### src/alp_pkg.sv
// Package for the absolute linear position report block.
// Holds framing, character codes and timing constants shared by all files but the host model.
package alp_pkg;

   // ------------------------------------------------------------
   // Clock and serial timing
   // ------------------------------------------------------------
   localparam int CLK_HZ       = 50_000_000;
   localparam int BAUD_BPS     = 9_600;
   // Bit time rounded down to whole cycles (5208 at 50 MHz).
   localparam int BIT_CYCLES   = CLK_HZ / BAUD_BPS;
   // Quarter period of the lower-part quadrature train, in ns.
   localparam int STEP_NS      = 500;
   localparam int STEP_CYCLES  = (STEP_NS * (CLK_HZ / 1_000_000)) / 1_000;

   // ------------------------------------------------------------
   // Position layout
   // ------------------------------------------------------------
   localparam int POS_W        = 36;
   localparam int UPPER_W      = 16;
   localparam int LOWER_W      = 20;
   localparam int DIV_W        = 16;
   localparam int CHAR_W       = 7;
   localparam int MSG_LEN      = 8;
   localparam int DIGITS       = 5;

   // ------------------------------------------------------------
   // Message characters (7-bit ASCII)
   // ------------------------------------------------------------
   localparam logic [6:0] CH_P     = 7'h50;
   localparam logic [6:0] CH_PLUS  = 7'h2B;
   localparam logic [6:0] CH_MINUS = 7'h2D;
   localparam logic [6:0] CH_ZERO  = 7'h30;
   localparam logic [6:0] CH_CR    = 7'h0D;

   // Usage setting encoding: absolute or incremental encoder.
   localparam logic USE_ABSOLUTE    = 1'b0;
   localparam logic USE_INCREMENTAL = 1'b1;

   // Report sequencer states.
   typedef enum logic [2:0] {
      ALP_ST_START,
      ALP_ST_DIVIDE,
      ALP_ST_DIGITS,
      ALP_ST_SEND,
      ALP_ST_PULSE,
      ALP_ST_INCR
   } alp_state_e;

endpackage

### src/alp_tx_if.sv
// Interface carrying one character request to the serial transmitter.
// Assumes both ends run on the same clock.
`timescale 1ns/1ps
interface alp_tx_if;
   import alp_pkg::*;

   logic               start;
   logic [CHAR_W-1:0]  ch;
   logic               busy;
   logic               line;

   modport seq (output start, output ch, input busy, input line);
   modport tx  (input start, input ch, output busy, output line);
endinterface

### src/alp_uart_tx.sv
// Start-stop transmitter: 1 start, 7 data LSB first, even parity, 1 stop.
// Assumes one clock; start is honoured only while busy is low.
`timescale 1ns/1ps
module alp_uart_tx #(
   parameter int BIT_CYC = alp_pkg::BIT_CYCLES
) (
   input  wire logic clk,
   input  wire logic arst_n,
   alp_tx_if.tx      txp
);
   import alp_pkg::*;

   localparam int FRAME_BITS = CHAR_W + 3;

   logic [FRAME_BITS-1:0] shift_r;
   logic [3:0]            bits_r;
   logic [31:0]           tick_r;
   logic                  line_r;

   assign txp.busy = (bits_r != 4'h0);
   assign txp.line = line_r;

   // ------------------------------------------------------------
   // Frame shifter
   // ------------------------------------------------------------
   // Loads a frame on start and shifts one bit per bit time.
   always_ff @(posedge clk or negedge arst_n) begin
      if (!arst_n) begin
         shift_r <= '1;
         bits_r  <= 4'h0;
         tick_r  <= 32'h0;
         line_r  <= 1'b1;
      end else if (bits_r == 4'h0) begin
         line_r <= 1'b1;                    // Idle line is high (mark).
         if (txp.start) begin
            // Stop, even parity, data, start.
            shift_r <= {1'b1, ^txp.ch, txp.ch, 1'b0};
            bits_r  <= 4'(FRAME_BITS);
            tick_r  <= 32'h0;
         end
      end else begin
         line_r <= shift_r[0];
         if (tick_r == 32'(BIT_CYC - 1)) begin
            tick_r  <= 32'h0;
            shift_r <= {1'b1, shift_r[FRAME_BITS-1:1]};
            bits_r  <= bits_r - 4'h1;
         end else begin
            tick_r <= tick_r + 32'h1;
         end
      end
   end
endmodule

### src/alp_report.sv
// Absolute linear position report on the divided pulse outputs.
// Assumes position, settings and incremental pulses are synchronous to clk.
`timescale 1ns/1ps

// How it works
// - Position is a signed 36-bit pulse count from the encoder origin.
// - The stopped position present at start-up is captured and reported.
// - Upper 16 bits go serially, lower 20 bits go as pulses, separately.
// - Report starts on phase A by itself after reset release.
// - Phase A: serial message, then lower-part pulses, then incremental.
// - Phase B held low during message, then lower pulses, then incremental.
// - Only phase A toggles during the message, so counters see nothing.
// - 9600 bps, one start, seven data, even parity, one stop bit.
// - Message is sent once per reset, never repeated.
// - Eight characters: P, sign, five digits, carriage return.
// - Usage setting latched at restart; incremental use skips the report.
// - Both parts come from the position divided by the divider setting.
module alp_report #(
   parameter int BIT_CYC  = alp_pkg::BIT_CYCLES,
   parameter int STEP_CYC = alp_pkg::STEP_CYCLES
) (
   input  wire logic                      clk,
   input  wire logic                      arst_n,
   input  wire logic [alp_pkg::POS_W-1:0] position,
   input  wire logic                      encoder_usage_setting,
   input  wire logic [alp_pkg::DIV_W-1:0] pulse_divider_setting,
   input  wire logic                      inc_phase_a,
   input  wire logic                      inc_phase_b,
   input  wire logic                      inc_origin,
   output logic                           divided_phase_a_out,
   output logic                           divided_phase_b_out,
   output logic                           origin_pulse_out,
   output logic                           report_done
);
   import alp_pkg::*;

   alp_tx_if txc ();

   alp_state_e             state_r;
   logic                   last_r;
   logic                   neg_r;
   logic [POS_W-1:0]       mag_r;
   logic [POS_W-1:0]       quo_r;
   logic [DIV_W:0]         rem_r;
   logic [DIV_W-1:0]       dvs_r;
   logic [5:0]             dcnt_r;
   logic [POS_W-1:0]       scaled;
   logic [UPPER_W-1:0]     upper_r;
   logic                   up_neg_r;
   logic [UPPER_W:0]       dig_rem_r;
   logic [2:0]             dig_idx_r;
   logic [3:0]             dig_val_r;
   logic [3:0]             digits_r [DIGITS];
   logic [2:0]             char_idx_r;
   logic                   wait_r;
   logic [LOWER_W-1:0]     pcnt_r;
   logic [1:0]             step_r;
   logic [31:0]            stick_r;
   logic [DIV_W:0]         rem_sh;
   logic [UPPER_W:0]       pow10;
   logic [UPPER_W:0]       up_mag;

   alp_uart_tx #(
      .BIT_CYC (BIT_CYC)
   ) u_tx (
      .clk    (clk),
      .arst_n (arst_n),
      .txp    (txc.tx)
   );

   // ------------------------------------------------------------
   // Helpers
   // ------------------------------------------------------------
   // Power of ten for the digit being extracted, top digit first.
   always_comb begin
      case (dig_idx_r)
         3'h0:    pow10 = 17'(10000);
         3'h1:    pow10 = 17'(1000);
         3'h2:    pow10 = 17'(100);
         3'h3:    pow10 = 17'(10);
         default: pow10 = 17'(1);
      endcase
   end

   // Shift step of the restoring divider.
   assign rem_sh = {rem_r[DIV_W-1:0], mag_r[POS_W-1]};

   // Signed quotient; the upper and lower parts split from it.
   assign scaled = neg_r ? (~quo_r + 36'h1) : quo_r;

   // Magnitude of the signed upper part (up to 32768).
   assign up_mag = up_neg_r ? (17'h0 - {1'b1, upper_r})
                            : {1'b0, upper_r};

   // Character chosen for the current message slot.
   always_comb begin
      txc.ch = CH_CR;
      case (char_idx_r)
         3'h0:    txc.ch = CH_P;
         3'h1:    txc.ch = up_neg_r ? CH_MINUS : CH_PLUS;
         3'h7:    txc.ch = CH_CR;
         default: txc.ch = CH_ZERO + 7'(digits_r[char_idx_r - 3'h2]);
      endcase
   end

   // Issue a character when the transmitter is free and none is pending.
   assign txc.start = (state_r == ALP_ST_SEND) && !txc.busy && !wait_r
                      && !last_r;

   // ------------------------------------------------------------
   // Sequencer
   // ------------------------------------------------------------
   // Walks the one-time report and then stays in incremental mode.
   always_ff @(posedge clk or negedge arst_n) begin
      if (!arst_n) begin
         state_r <= ALP_ST_START;
      end else begin
         case (state_r)
            ALP_ST_START: begin
               if (encoder_usage_setting == USE_INCREMENTAL) begin
                  state_r <= ALP_ST_INCR;
               end else begin
                  state_r <= ALP_ST_DIVIDE;
               end
            end
            ALP_ST_DIVIDE: begin
               if (dcnt_r == 6'h0) begin
                  state_r <= ALP_ST_DIGITS;
               end
            end
            ALP_ST_DIGITS: begin
               if (dig_idx_r == 3'(DIGITS)) begin
                  state_r <= ALP_ST_SEND;
               end
            end
            ALP_ST_SEND: begin
               // Leaves only once the closing frame has fully gone out.
               if (last_r && !txc.busy) begin
                  state_r <= ALP_ST_PULSE;
               end
            end
            ALP_ST_PULSE: begin
               if (pcnt_r == '0 && step_r == 2'h0) begin
                  state_r <= ALP_ST_INCR;
               end
            end
            ALP_ST_INCR: begin
               state_r <= ALP_ST_INCR;
            end
            default: begin
               state_r <= ALP_ST_START;
            end
         endcase
      end
   end

   // ------------------------------------------------------------
   // Capture and division
   // ------------------------------------------------------------
   // Captures the stopped position and divider, then divides the magnitude.
   always_ff @(posedge clk or negedge arst_n) begin
      if (!arst_n) begin
         neg_r   <= 1'b0;
         mag_r   <= '0;
         quo_r   <= '0;
         rem_r   <= '0;
         dvs_r   <= '0;
         dcnt_r  <= 6'h0;
      end else if (state_r == ALP_ST_START) begin
         neg_r   <= position[POS_W-1];
         mag_r   <= position[POS_W-1] ? (~position + 36'h1)
                                      : position;
         quo_r   <= '0;
         rem_r   <= '0;
         // A zero divider is taken as one.
         dvs_r   <= (pulse_divider_setting == '0) ? DIV_W'(1)
                                                  : pulse_divider_setting;
         dcnt_r  <= 6'(POS_W);
      end else if (state_r == ALP_ST_DIVIDE && dcnt_r != 6'h0) begin
         mag_r  <= {mag_r[POS_W-2:0], 1'b0};
         dcnt_r <= dcnt_r - 6'h1;
         if (rem_sh >= {1'b0, dvs_r}) begin
            rem_r <= rem_sh - {1'b0, dvs_r};
            quo_r <= {quo_r[POS_W-2:0], 1'b1};
         end else begin
            rem_r <= rem_sh;
            quo_r <= {quo_r[POS_W-2:0], 1'b0};
         end
      end
   end

   // ------------------------------------------------------------
   // Decimal digits of the upper part
   // ------------------------------------------------------------
   // Splits the quotient and extracts digits by repeated subtraction.
   always_ff @(posedge clk or negedge arst_n) begin
      if (!arst_n) begin
         upper_r   <= '0;
         up_neg_r  <= 1'b0;
         dig_rem_r <= '0;
         dig_idx_r <= 3'h0;
         dig_val_r <= 4'h0;
         for (int i = 0; i < DIGITS; i++) begin
            digits_r[i] <= 4'h0;
         end
      end else if (state_r == ALP_ST_DIVIDE) begin
         upper_r   <= scaled[POS_W-1:LOWER_W];
         up_neg_r  <= scaled[POS_W-1];
         dig_idx_r <= 3'h0;
         dig_val_r <= 4'hF;              // Load pending; zero is legal.
         dig_rem_r <= '0;
      end else if (state_r == ALP_ST_DIGITS
                   && dig_idx_r != 3'(DIGITS)) begin
         if (dig_val_r == 4'hF) begin
            dig_rem_r <= up_mag;
            dig_val_r <= 4'h0;
         end else if (dig_rem_r >= pow10) begin
            dig_rem_r <= dig_rem_r - pow10;
            dig_val_r <= dig_val_r + 4'h1;
         end else begin
            digits_r[dig_idx_r] <= dig_val_r;
            dig_idx_r <= dig_idx_r + 3'h1;
            dig_val_r <= 4'h0;
         end
      end
   end

   // ------------------------------------------------------------
   // Message sending
   // ------------------------------------------------------------
   // Steps through the eight characters, one frame at a time.
   always_ff @(posedge clk or negedge arst_n) begin
      if (!arst_n) begin
         char_idx_r <= 3'h0;
         wait_r     <= 1'b0;
         last_r     <= 1'b0;
      end else if (state_r == ALP_ST_SEND) begin
         if (txc.start) begin
            wait_r <= 1'b1;
         end else if (wait_r && txc.busy) begin
            // The frame is latched, so the next slot may be selected.
            wait_r <= 1'b0;
            if (char_idx_r == 3'(MSG_LEN - 1)) begin
               last_r <= 1'b1;
            end else begin
               char_idx_r <= char_idx_r + 3'h1;
            end
         end
      end
   end

   // ------------------------------------------------------------
   // Lower-part pulse train
   // ------------------------------------------------------------
   // Emits the lower 20 bits as forward quadrature cycles.
   always_ff @(posedge clk or negedge arst_n) begin
      if (!arst_n) begin
         pcnt_r  <= '0;
         step_r  <= 2'h0;
         stick_r <= 32'h0;
      end else if (state_r == ALP_ST_DIGITS) begin
         pcnt_r  <= scaled[LOWER_W-1:0];
         step_r  <= 2'h0;
         stick_r <= 32'h0;
      end else if (state_r == ALP_ST_PULSE) begin
         if (stick_r == 32'(STEP_CYC - 1)) begin
            stick_r <= 32'h0;
            if (step_r != 2'h0 || pcnt_r != '0) begin
               step_r <= step_r + 2'h1;
               if (step_r == 2'h0) begin
                  pcnt_r <= pcnt_r - 20'h1;
               end
            end
         end else begin
            stick_r <= stick_r + 32'h1;
         end
      end
   end

   // ------------------------------------------------------------
   // Output pins
   // ------------------------------------------------------------
   // Selects what each phase output shows in each stage.
   always_ff @(posedge clk or negedge arst_n) begin
      if (!arst_n) begin
         divided_phase_a_out <= 1'b1;
         divided_phase_b_out <= 1'b0;
      end else begin
         case (state_r)
            ALP_ST_SEND: begin
               divided_phase_a_out <= txc.line;
               divided_phase_b_out <= 1'b0;
            end
            ALP_ST_PULSE: begin
               // Phase A leads B: 00, 10, 11, 01.
               divided_phase_a_out <= (step_r == 2'h1) || (step_r == 2'h2);
               divided_phase_b_out <= step_r[1];
            end
            ALP_ST_INCR: begin
               divided_phase_a_out <= inc_phase_a;
               divided_phase_b_out <= inc_phase_b;
            end
            default: begin
               divided_phase_a_out <= 1'b1;
               divided_phase_b_out <= 1'b0;
            end
         endcase
      end
   end

   // Origin pulses pass through in every stage.
   always_ff @(posedge clk or negedge arst_n) begin
      if (!arst_n) begin
         origin_pulse_out <= 1'b0;
      end else begin
         origin_pulse_out <= inc_origin;
      end
   end

   // Marks that the report is over or was skipped.
   always_ff @(posedge clk or negedge arst_n) begin
      if (!arst_n) begin
         report_done <= 1'b0;
      end else begin
         report_done <= (state_r == ALP_ST_INCR);
      end
   end

endmodule

### config.mk
export PLATFORM = sky130hd
export DESIGN_NAME = alp_report
export DESIGN_NICKNAME = d
export VERILOG_FILES = /design/src/alp_pkg.sv /design/src/alp_tx_if.sv /design/src/alp_uart_tx.sv /design/src/alp_report.sv
export SDC_FILE = /design/constraint.sdc
export NUM_CORES = 1
export LEC_CHECK = 0
export BUFFER_PORTS_ARGS = -buffer_cell sky130_fd_sc_hd__buf_2
export CORE_ASPECT_RATIO = 0.5
export CORE_MARGIN = 2
export CORE_UTILIZATION = 53
export DETAILED_ROUTE_END_ITERATION = 6
export PLACE_DENSITY_LB_ADDON = 0.2
export SYNTH_ARGS = -nofsm -noshare
export SYNTH_HDL_FRONTEND = slang
export SYNTH_HIERARCHICAL = 1
export SYNTH_SLANG_ARGS = --single-unit
### constraint.sdc
create_clock -name clk -period 9.8 [get_ports clk]
set_input_delay 0.98 -clock clk [delete_from_list [all_inputs] [get_ports clk]]
set_output_delay 0.98 -clock clk [all_outputs]
set_load 0.02 [all_outputs]
==> flow_summary.toml, run 1 <==
[outcome]
status = "finished, final reports clean"

[floorplanning]
dieArea_mm2 = 0.0332
core-area_mm2 = 0.0314
io_pins = 62
start_util_pct = 53.4
num_rows = 46
die_h_um = 130
fp.dieW_um = 256

[sta]
fmax_ghz = 0.256
rsz0062_at_grt = "false"
min_period_over_period_pct = 39.8
hold_slack_ns = 0.482
finalSetupTns_ns = 0
max_slew.worst_pin.slew_ns = 1.11
period_minus_slack_ns = 3.90
skew_ns = 0.0132
hold_viol = 0
slew_viol_final = 0
slew_headroom_pct = 26.3
setup_viol = 0

[synth]
yosys_warnings = 6
ys.flop_type = "dfrtp_1"
synthesis.area_mm2 = 0.0168
synth_cell_type_count = 81
seq_area_frac_synth_pct = 42.3
postSynthCellCount = 1903
synthArstFlopShare_pct = 100
synth_fp_nets = 2013
syn-mean-instance-area_um2 = 8.82
synth-edff-count = 0
ys_ff_latch = 283

[worst_setup_path]
crit_path_end_kind = "flip-flop"
start_kind = "flip-flop"
startpoint = "dig_idx_r[1]"
criticalPathCategory = "flip-flop to flip-flop"
required_ns = 10.23
critPathMaxFanout = 15
arrival_ns = 4.33
reg2reg_from = "dig_idx_r[1]"

[clock_tree]
clock_latency_ns = 0.55
postCtsSetupBuffers = 0
cts_buffers = 27
clk_path_buf_depth = 3
holdBufCountCts = 0
cts_num_sinks = 283
cts_resized = 0
htree_levels = 1
clkTransAtPathRegs_ns = 0.07
cts_tree = "done"
root_buffer = "clkbuf_16"

[detailed_routing]
wl_per_cell_um = 15.8
routed_wl_mm = 37.3
vias = 13900
vias_per_cell = 5.89
dr.first_iter.drc_count = 994
remaining_drc_errors = 0
first_pass_iters = 5
ant_nets = 0

[power_and_ir_drop]
total_leakage_power_nw = 7.98
swShare_pct = 42.9
clkPwrFrac_pct = 19.7
switching_power_mw = 2.38
internal-power_mw = 3.18
seq_power_share_pct = 33.2
irDropWorstVdd_mv = 0.242
power_frac_comb_pct = 47.1
p_per_area_mw_per_mm2 = 303

[layout]
drive_gt1_share_pct = 9.71
multi_input_area_mm2 = 0.00911
seq_area_mm2 = 0.00710
antenna_cells = 0
fillCellCount = 2839
syn2layout_area_growth_pct = 9.09
fin_area_mm2 = 0.0183
layout.cells.non_filler = 2357
nNetsFinal = 2015

[grt]
grt_antenna_before_repair = 1
globalRouteTotalUtil_pct = 22.4
grt_pass1_wl_mm = 63.0
gr-total-overflow = 0
grt_max_degree = 173
grt_pass1_vias = 12600

[place]
port_buffers = 61
gp_congestion = 0.875
hpwl_mm = 24.8
dp.cells = 2308
placed_area_mm2 = 0.0174

[worst_hold_path]
hold_start = "neg_r"
min_path_type = "flip-flop to flip-flop"

[job]
cap_violations = 0
metal layers:
metal / part of all wire, % / track usage, %
met5: 0 / 0
met4: 1.2 / 3.78
met3: 4.3 / 3.15
met2: 44 / 35.7
met1: 50 / 33.1
cell usage in the layout, fill, tap and decap left out, drive strengths merged, types with 14 or more instances in the layout:
cell type,count
mux2,27
ha,50
nand3,108
inv,61
o311ai,15
a21o,14
a21oi,95
nor2b,23
clkbuf,38
dfrtp,272
a31oi,48
nor2,103
xor2,69
o21ai,179
or4,21
nor4,35
nand2,268
nand2b,15
and3,31
or3,29
buf,72
xnor2,63
nor3,30
o31ai,31
nand4,20
flip-flops by register name, summed over array words and instances, names as in the netlist, 2 cells and up:
signal        cells
mag_r            36
u_tx/tick_r      32
u_tx/shift_r      9
char_idx_r        3
dig_val_r         4
step_r            2
u_tx/bits_r       4
rem_r            16
upper_r          16
dcnt_r            6
dig_rem_r        17
digits_r         20
pcnt_r           20
dig_idx_r         3
dvs_r            16
stick_r          32
state_r           3
quo_r            36
final cells by class:
| type | instances | area share, % |
|---|---|---|
| clock buffer | 38 | 4.41 |
| timing repair buffer | 72 | 2.24 |
| inverter | 61 | 1.25 |
| tap | 432 | 2.95 |
| clock inverter | 11 | 0.642 |
| multi-input combinational | 1460 | 49.8 |
| sequential | 283 | 38.7 |
synth_stat cells, drive strengths merged (13+ instances only):
| cell type | number | area share [%] |
|---|---|---|
| a21o | 14 | 0.67 |
| a21oi | 95 | 2.9 |
| a31oi | 48 | 1.8 |
| and3 | 31 | 1.2 |
| buf | 21 | 0.61 |
| clkbuf | 78 | 1.7 |
| dfrtp | 272 | 41 |
| ha | 50 | 3.7 |
| inv | 61 | 1.4 |
| mux2 | 27 | 1.8 |
| nand2 | 268 | 6.0 |
| nand2b | 15 | 0.56 |
| nand3 | 108 | 3.2 |
| nand4 | 20 | 0.78 |
| nor2 | 103 | 2.3 |
| nor2b | 23 | 0.86 |
| nor3 | 30 | 0.89 |
| nor4 | 35 | 1.3 |
| o21a | 13 | 0.58 |
| o21ai | 179 | 5.3 |
| o311ai | 15 | 0.78 |
| o31ai | 31 | 1.4 |
| o41ai | 13 | 0.79 |
| or3 | 29 | 1.1 |
| or4 | 21 | 1.0 |
| xnor2 | 63 | 3.3 |
| xor2 | 69 | 3.6 |
power groups by stage:
| stage | Combinational [mW] | Clock (mW) | Sequential, mW |
|---|---|---|---|
| 6_report | 2.61 | 1.10 | 1.85 |
| 5_1_grt | 2.97 | 1.17 | 1.90 |
| 4_1_cts | 2.63 | 1.12 | 1.84 |
| 3_5_place_dp | 2.62 | 0 | 1.86 |
| 3_3_place_gp | 2.58 | 0 | 1.85 |
| 2_1_floorplan | 2.11 | 0 | 1.76 |
metrics by stage:
step | power [mW] | worst slack (ns) | util, %
after global routing | 6.04 | 5.53 | 58.3
after floorplan | 3.87 | 6.44 | -
after global placement | 4.43 | 6.06 | 55.3
after detailed placement | 4.48 | 5.97 | 55.3
final | 5.56 | 5.90 | 58.3
after CTS | 5.60 | 5.95 | 58.3
critical path: stages (launching register included):
cell and delay (ns):
dfrtp_1 0.42, inv_1 0.14, ha_1 0.27, o21ai_0 0.14, ha_1 0.39, nand2_1 0.09
o21bai_1 0.18, a31oi_1 0.38, o211ai_1 0.26, a31oi_1 0.78, buf_4 0.33, o21ai_0 0.10
a32o_1 0.29
path summary, 6_finish.rpt:
check,slack [ns],endpoint,cells after the start
max,5.90,dig_rem_r[12],12
min,0.48,neg_r,2
max reg2reg,5.90,dig_rem_r[12],12
min reg2reg,0.48,neg_r,2
max in group asynchronous,7.82,mag_r[3],2
min in group asynchronous,0.51,stick_r[18],1
cells by family (layout without fill, tap and decap cells):
group / count (synthesis) / after routing / synth area share [%]
AO/OA/AOI/OAI: 505 / 505 / 19.1
buffers and inverters: 160 / 182 / 3.72
AND/OR/NAND/NOR: 735 / 735 / 21.7
adder cells (fa/ha/maj): 52 / 52 / 3.96
multiplexers: 36 / 36 / 2.35
XOR/XNOR: 132 / 132 / 6.89
flip-flops: 283 / 283 / 42.3
Note: power is estimated with default switching activity, not from simulation.
==> inputs of run 2 (changes only) <==
clock period = 3.6 ns   (was 9.8 ns; I/O delays follow)
==> run 2 against run 1 <==
  * Non-clock buffer count is 28 higher
  * Combinational power grew to 2.8 times the previous value
  * Sequential cell count unchanged
  * Via count rose by 0.55%
  * Clock-buffer cell count down 1
  * Critical path type unchanged
  * Largest cell class unchanged
==> flow_summary.toml, run 2 (synthesis gave the netlist of run 1 again) <==
[place]
gp_congestion = 0.867
dp_slack_ns = 0.251
port_buffers = 61
hpwl_mm = 25.3
placed_area_mm2 = 0.0176

[detailed_routing]
routed_wl_mm = 37.8
first_pass_iters = 5
wl_met2_mm = 16.8
ant_nets = 0
wl_met1_mm = 19.0
dr.first_iter.drc_count = 986
met3_wirelength_mm = 1.45
vias = 14000
wl_per_cell_um = 15.8
remaining_drc_errors = 0
vias_per_cell = 5.85
dr.max_layer_used = "met4"

[floorplanning]
fp.dieW_um = 256
start_util_pct = 53.4
dieArea_mm2 = 0.0332
num_rows = 46
io_pins = 62
die_h_um = 130
core-area_mm2 = 0.0314

[power_and_ir_drop]
swShare_pct = 41.4
clkPwrFrac_pct = 22.4
internal-power_mw = 9.28
switching_power_mw = 6.55
power_frac_comb_pct = 45.7
total_leakage_power_nw = 8.22
irDropWorstVdd_mv = 0.564
seq_power_share_pct = 32.0
p_per_area_mw_per_mm2 = 844

[clock_tree]
htree_levels = 1
cts_buffers = 28
root_buffer = "clkbuf_16"
clkTransAtPathRegs_ns = 0.07
cts_tree = "done"
clk_path_buf_depth = 3
clock_latency_ns = 0.57
cts_num_sinks = 283

[worst_setup_path]
start_kind = "flip-flop"
cpPeakStageDelay_ns = 0.59
critPathMaxFanout = 8
criticalPathCategory = "flip-flop to flip-flop"
startpoint = "dig_idx_r[0]"
arrival_ns = 3.80
critPathSlowestCell = "or4_1"
reg2reg_from = "dig_idx_r[0]"
critical_path.top_delay_family = "simple AND/OR/NAND/NOR gates"
crit_path_end_kind = "flip-flop"
path_cells = "inv_1, ha_1, nand2_1, ha_1, a2111o_1, nand2_1, nand3b_1, a31oi_1, nand4_1, or4_1, mux2_2"
required_ns = 4.04
cp.buffers_inverters = 1

[grt]
grt_max_degree = 101
grt_antenna_before_repair = 0
globalRouteTotalUtil_pct = 23.0
grt_pass1_wl_mm = 64.5
grt_pass1_vias = 12900
gr-total-overflow = 0

[layout]
antenna_cells = 0
syn2layout_area_growth_pct = 11.8
layout_commonest_cell = "dfrtp_1"
largestRegisters = "mag_r (36), quo_r (36)"
drive_gt1_share_pct = 10.9
fin_area_mm2 = 0.0188
final_cell_mix = "272 x dfrtp_1, 268 x nand2_1, 172 x o21ai_0, 107 x nand3_1, 100 x nor2_1"
fillCellCount = 2782
nNetsFinal = 2044

[sta]
finalSetupTns_ns = 0
setup_ws_ns = 0.240
slew_viol_final = 0
period_minus_slack_ns = 3.36
fmax_ghz = 0.298
skew_ns = 0.0163
hold_viol = 0
rsz0062_at_grt = "false"
max_slew.worst_pin.slew_ns = 0.783
setup_viol = 0
min_period_over_period_pct = 93.3
hold_slack_ns = 0.0188
slew_headroom_pct = 47.8

[worst_hold_path]
hold_start = "pulse_divider_setting[9]"
min_path_type = "input port to flip-flop"

[job]
cap_violations = 0

[outcome]
status = "finished, final reports clean"
-- run 2: cell types whose count changed in the layout (fill, tap and decap cells not counted), sizes merged --
cell	before	now
dlygate4sd3	0	6
bufinv	2	9
clkbuf	38	37
clkinvlp	5	1
buf	72	94
-- run 2: final timing paths --
path                           endpoint  slack (ns)  cells past startpoint
hold reg to reg               mag_r[34]        0.49                      2
setup reg to reg           digits_r[11]        0.24                     11
max in group asynchronous     mag_r[26]        2.23                      3
setup / recovery           digits_r[11]        0.24                     11
hold / removal                 dvs_r[9]        0.02                      3
min in group asynchronous   stick_r[17]        0.37                      2
-- run 2: metrics by stage --
step                util [%]  std cells  power (mW)
floorplan                  -       1903        10.5
global placement        55.9       2330        12.2
detailed placement      55.9       2330        12.3
CTS                     59.7       2387        15.9
global route            59.7       2387        17.2
finish                  59.7       2387        15.8
-- run 2: worst register-to-register path: cells and delay by family (launching register included) --
family / cells / cell delay (ns)
simple gates: 5 / 1.14
compound gates: 2 / 0.62
fa+ha+maj: 2 / 0.58
flops: 1 / 0.43
mux: 1 / 0.32
buf+inv: 1 / 0.17
-- run 2: final cells by class --
class / instances / area [um2] / share of cell area (%)
tap: 432 / 541 / 2.88
clock buffer: 37 / 816 / 4.35
clock inverter: 14 / 298 / 1.59
timing repair buffer: 100 / 661 / 3.52
sequential: 283 / 7100 / 37.8
multi-input combinational: 1460 / 9120 / 48.6
inverter: 61 / 229 / 1.22
-- run 2: routing by layer --
| layer | GRT usage [%] | up-vias |
|---|---|---|
| met5 | 0 | - |
| met4 | 4.40 | 0 |
| met3 | 3.19 | 45 |
| met2 | 36.4 | 258 |
| met1 | 34.1 | 6668 |
| li1 | - | 6982 |
-- run 2: power by group through the flow --
stage | Combinational [mW] | Sequential [mW] | Clock (mW)
finish | 7.23 | 5.06 | 3.54
global route | 8.22 | 5.20 | 3.76
CTS | 7.29 | 5.05 | 3.61
detailed placement | 7.23 | 5.09 | 0
global placement | 7.12 | 5.07 | 0
floorplan | 5.74 | 4.78 | 0
-- run 2: what timing repair did --
item | in CTS | in global routing
buffers inserted | 0 | 0
hold buffers | 6 | 0
endpoints found under the hold margin | 71 | 0
gates resized for setup | 0 | 3
endpoints found under the setup margin | 0 | 2
==> inputs of run 3 (changes only) <==
SYNTH_HIERARCHICAL = not set   (was 1)
==> run 3 against run 2 <==
  * Clock power fell by 20%
  * Wire length rose by 0.22%
  * Critical path depth rose by 2
  * Maximum frequency fell by 1.7%
  * Synthesized cell count rose by 0.32%
  * Design area fell by 1.2%
  * Critical path type unchanged
==> flow_summary.toml, run 3 <==
[sta]
min_period_over_period_pct = 94.9
slew_viol_final = 0
skew_ns = 0.00685
max_slew.worst_pin.slew_ns = 1.02
finalSetupTns_ns = 0
slew_headroom_pct = 32.1
period_minus_slack_ns = 3.42
fmax_ghz = 0.293
setup_viol = 0
hold_viol = 0
rsz0062_at_grt = "false"

[worst_setup_path]
critPathMaxFanout = 7
crit_path_end_kind = "flip-flop"
criticalPathCategory = "flip-flop to flip-flop"
arrival_ns = 3.85
start_kind = "flip-flop"
rrSetupSlack_ns = 0.18
r2r_cells = 13
reg2reg_from = "dig_idx_r[0]"
required_ns = 4.03
r2r_end = "digits_r[7]"

[floorplanning]
io_pins = 62
dieArea_mm2 = 0.0330
num_rows = 45
start_util_pct = 54.4
fp.dieW_um = 255
core-area_mm2 = 0.0307
die_h_um = 130

[detailed_routing]
routed_wl_mm = 37.9
first_pass_iters = 5
vias = 14000
vias_per_cell = 5.86
wl_per_cell_um = 15.9
ant_nets = 0
remaining_drc_errors = 0
dr.first_iter.drc_count = 1299

[synth]
synth-edff-count = 0
ys.flop_type = "dfrtp_1"
synthArstFlopShare_pct = 100
synth_cell_type_count = 80
ys_top_cells_by_count = "279 x nand2_1, 272 x dfrtp_1, 222 x o21ai_0"
postSynthCellCount = 1909
seq_area_frac_synth_pct = 42.5
synth_top_area_share_pct = 40.7
synthesis.area_mm2 = 0.0167
synth_area_leader_cell = "dfrtp_1"
synth_fp_nets = 2018
synth_area_leaders = "dfrtp_1 41%, o21ai_0 6.7%, nand2_1 6.3%, xor2_1 4.6%, ha_1 3.7%"
post-synth-top-count-cell = "nand2_1"
syn-mean-instance-area_um2 = 8.75
ys_ff_latch = 283
yosys_warnings = 0

[layout]
final_cell_mix = "277 x nand2_1, 272 x dfrtp_1, 222 x o21ai_0, 110 x nand3_1, 107 x nor2_1"
nNetsFinal = 2058
antenna_cells = 0
syn2layout_area_growth_pct = 10.9
largestRegisters = "mag_r (36), quo_r (36)"
drive_gt1_share_pct = 11.0
layout_commonest_cell = "nand2_1"
postLayoutCoreUtil_pct = 60.4

[grt]
grt_antenna_before_repair = 0
grt-busiest-layer = "met2"
use_met2_pct = 36.4
grt_use_met1_pct = 35.7
grt_pass1_wl_mm = 64.6
gr-total-overflow = 0
grt_max_degree = 107
met3_usage_pct = 3.17
globalRouteTotalUtil_pct = 23.5
grt_pass1_vias = 12900

[clock_tree]
cts_num_sinks = 283
clock_latency_ns = 0.54
htree_levels = 1
clkTransAtPathRegs_ns = 0.07
root_buffer = "clkbuf_16"
cts_tree = "done"
clk_path_buf_depth = 3
cts_buffers = 27

[power_and_ir_drop]
p_per_area_mw_per_mm2 = 823
irDropWorstVdd_mv = 0.551
total_leakage_power_nw = 8.07
total_power_mw = 15.2

[place]
port_buffers = 61
gp_congestion = 0.879
hpwl_mm = 25.9

[worst_hold_path]
holdPathStages = 3
min_path_type = "input port to flip-flop"
hold_start = "pulse_divider_setting[12]"
min_to = "dvs_r[12]"

[job]
cap_violations = 0

[outcome]
status = "finished, final reports clean"
[run 3: cell types whose count changed after synthesis, sizes merged, moves of 12 or more]
cell    delta
nor3      +14
nand2b    +12
xnor2     -24
a21oi     -28
o21ai     +44
a31oi     -24
a22oi     +14
xor2      +19
[run 3: logic make-up (layout without fill, tap and decap cells)]
kind of cell / Yosys count / in the layout / synth area share (%)
buffers and inverters: 148 / 207 / 3.36
adders and majority gates: 51 / 51 / 3.91
and+or+nand+nor: 760 / 760 / 22.2
xor gates and xnor gates: 127 / 127 / 6.66
muxes: 41 / 41 / 2.79
AOI/OAI and AO/OA: 499 / 499 / 18.6
DFF: 283 / 283 / 42.5
[run 3: metal layers]
metal | part of all wire [%] | vias to the layer above | wire length, um
met4 | 1.3 | 0 | 481
met1 | 50 | 6705 | 19000
met2 | 45 | 265 | 16900
met5 | 0 | - | 0
met3 | 4.0 | 42 | 1510
li1 | - | 6992 | -
[run 3: timing repair]
item                                    4_1_cts  5_1_grt
endpoints found under the setup margin        1       34
pin swaps                                     0        1
gates cloned                                  0        0
gates resized for setup                       1       10
endpoints found under the hold margin        93        0
hold buffers                                  3        0
setup buffers                                 0        2
[run 3: area by class of cell]
type / count / area, um2
fillers: 2708 / 12200
multi-input cells: 1478 / 9130
flip-flops and latches: 283 / 7100
clock buffers: 38 / 787
repair buffers: 105 / 703
well taps: 423 / 529
inverters: 54 / 203
clock inverters: 10 / 80.1
[run 3: how the worst max path moves through the flow]
stage,from,endpoint,slack [ns],depth (start not counted)
finish,dig_idx_r[0],digits_r[7],0.18,13
global route,dig_idx_r[0],dig_rem_r[14],0.007,15
CTS,dig_idx_r[1],dig_rem_r[16],0.06,12
detailed placement,dig_idx_r[1],dig_rem_r[15],0.003,12
global placement,dig_idx_r[1],dig_rem_r[15],0.09,12
floorplan,dig_idx_r[0],digits_r[4],0.08,13
[run 3: metrics by stage]
stage / setup WS [ns] / area [um2] / hold slack, ns / instances
after floorplan: 0.0809 / 16700 / 0.0644 / 1909
after detailed placement: 0.00349 / 17600 / 0.462 / 2338
after CTS: 0.0584 / 18500 / 0.0143 / 2389
after global routing: 0.00742 / 18500 / 0.0307 / 2391
after global placement: 0.0919 / 17600 / 0.456 / 2338
final: 0.183 / 18500 / 0.0356 / 2391
[run 3: critical path, cell delays in order (launching register included)]
cell and delay (ns):
dfrtp_1 0.40, buf_4 0.17, ha_1 0.19, ha_1 0.18, inv_1 0.11, and3_1 0.17, ha_1 0.18, nor2b_1 0.07
o31a_1 0.28, o31a_1 0.34, o311ai_4 0.27, nand3_2 0.12, or4_4 0.49, mux2_4 0.32
[run 3: power breakdown]
| group | internal (mW) | switching (mW) |
|---|---|---|
| Combinational | 2.93 | 4.60 |
| Clock | 1.59 | 1.25 |
| Sequential | 4.09 | 0.781 |
| Total | 8.61 | 6.63 |
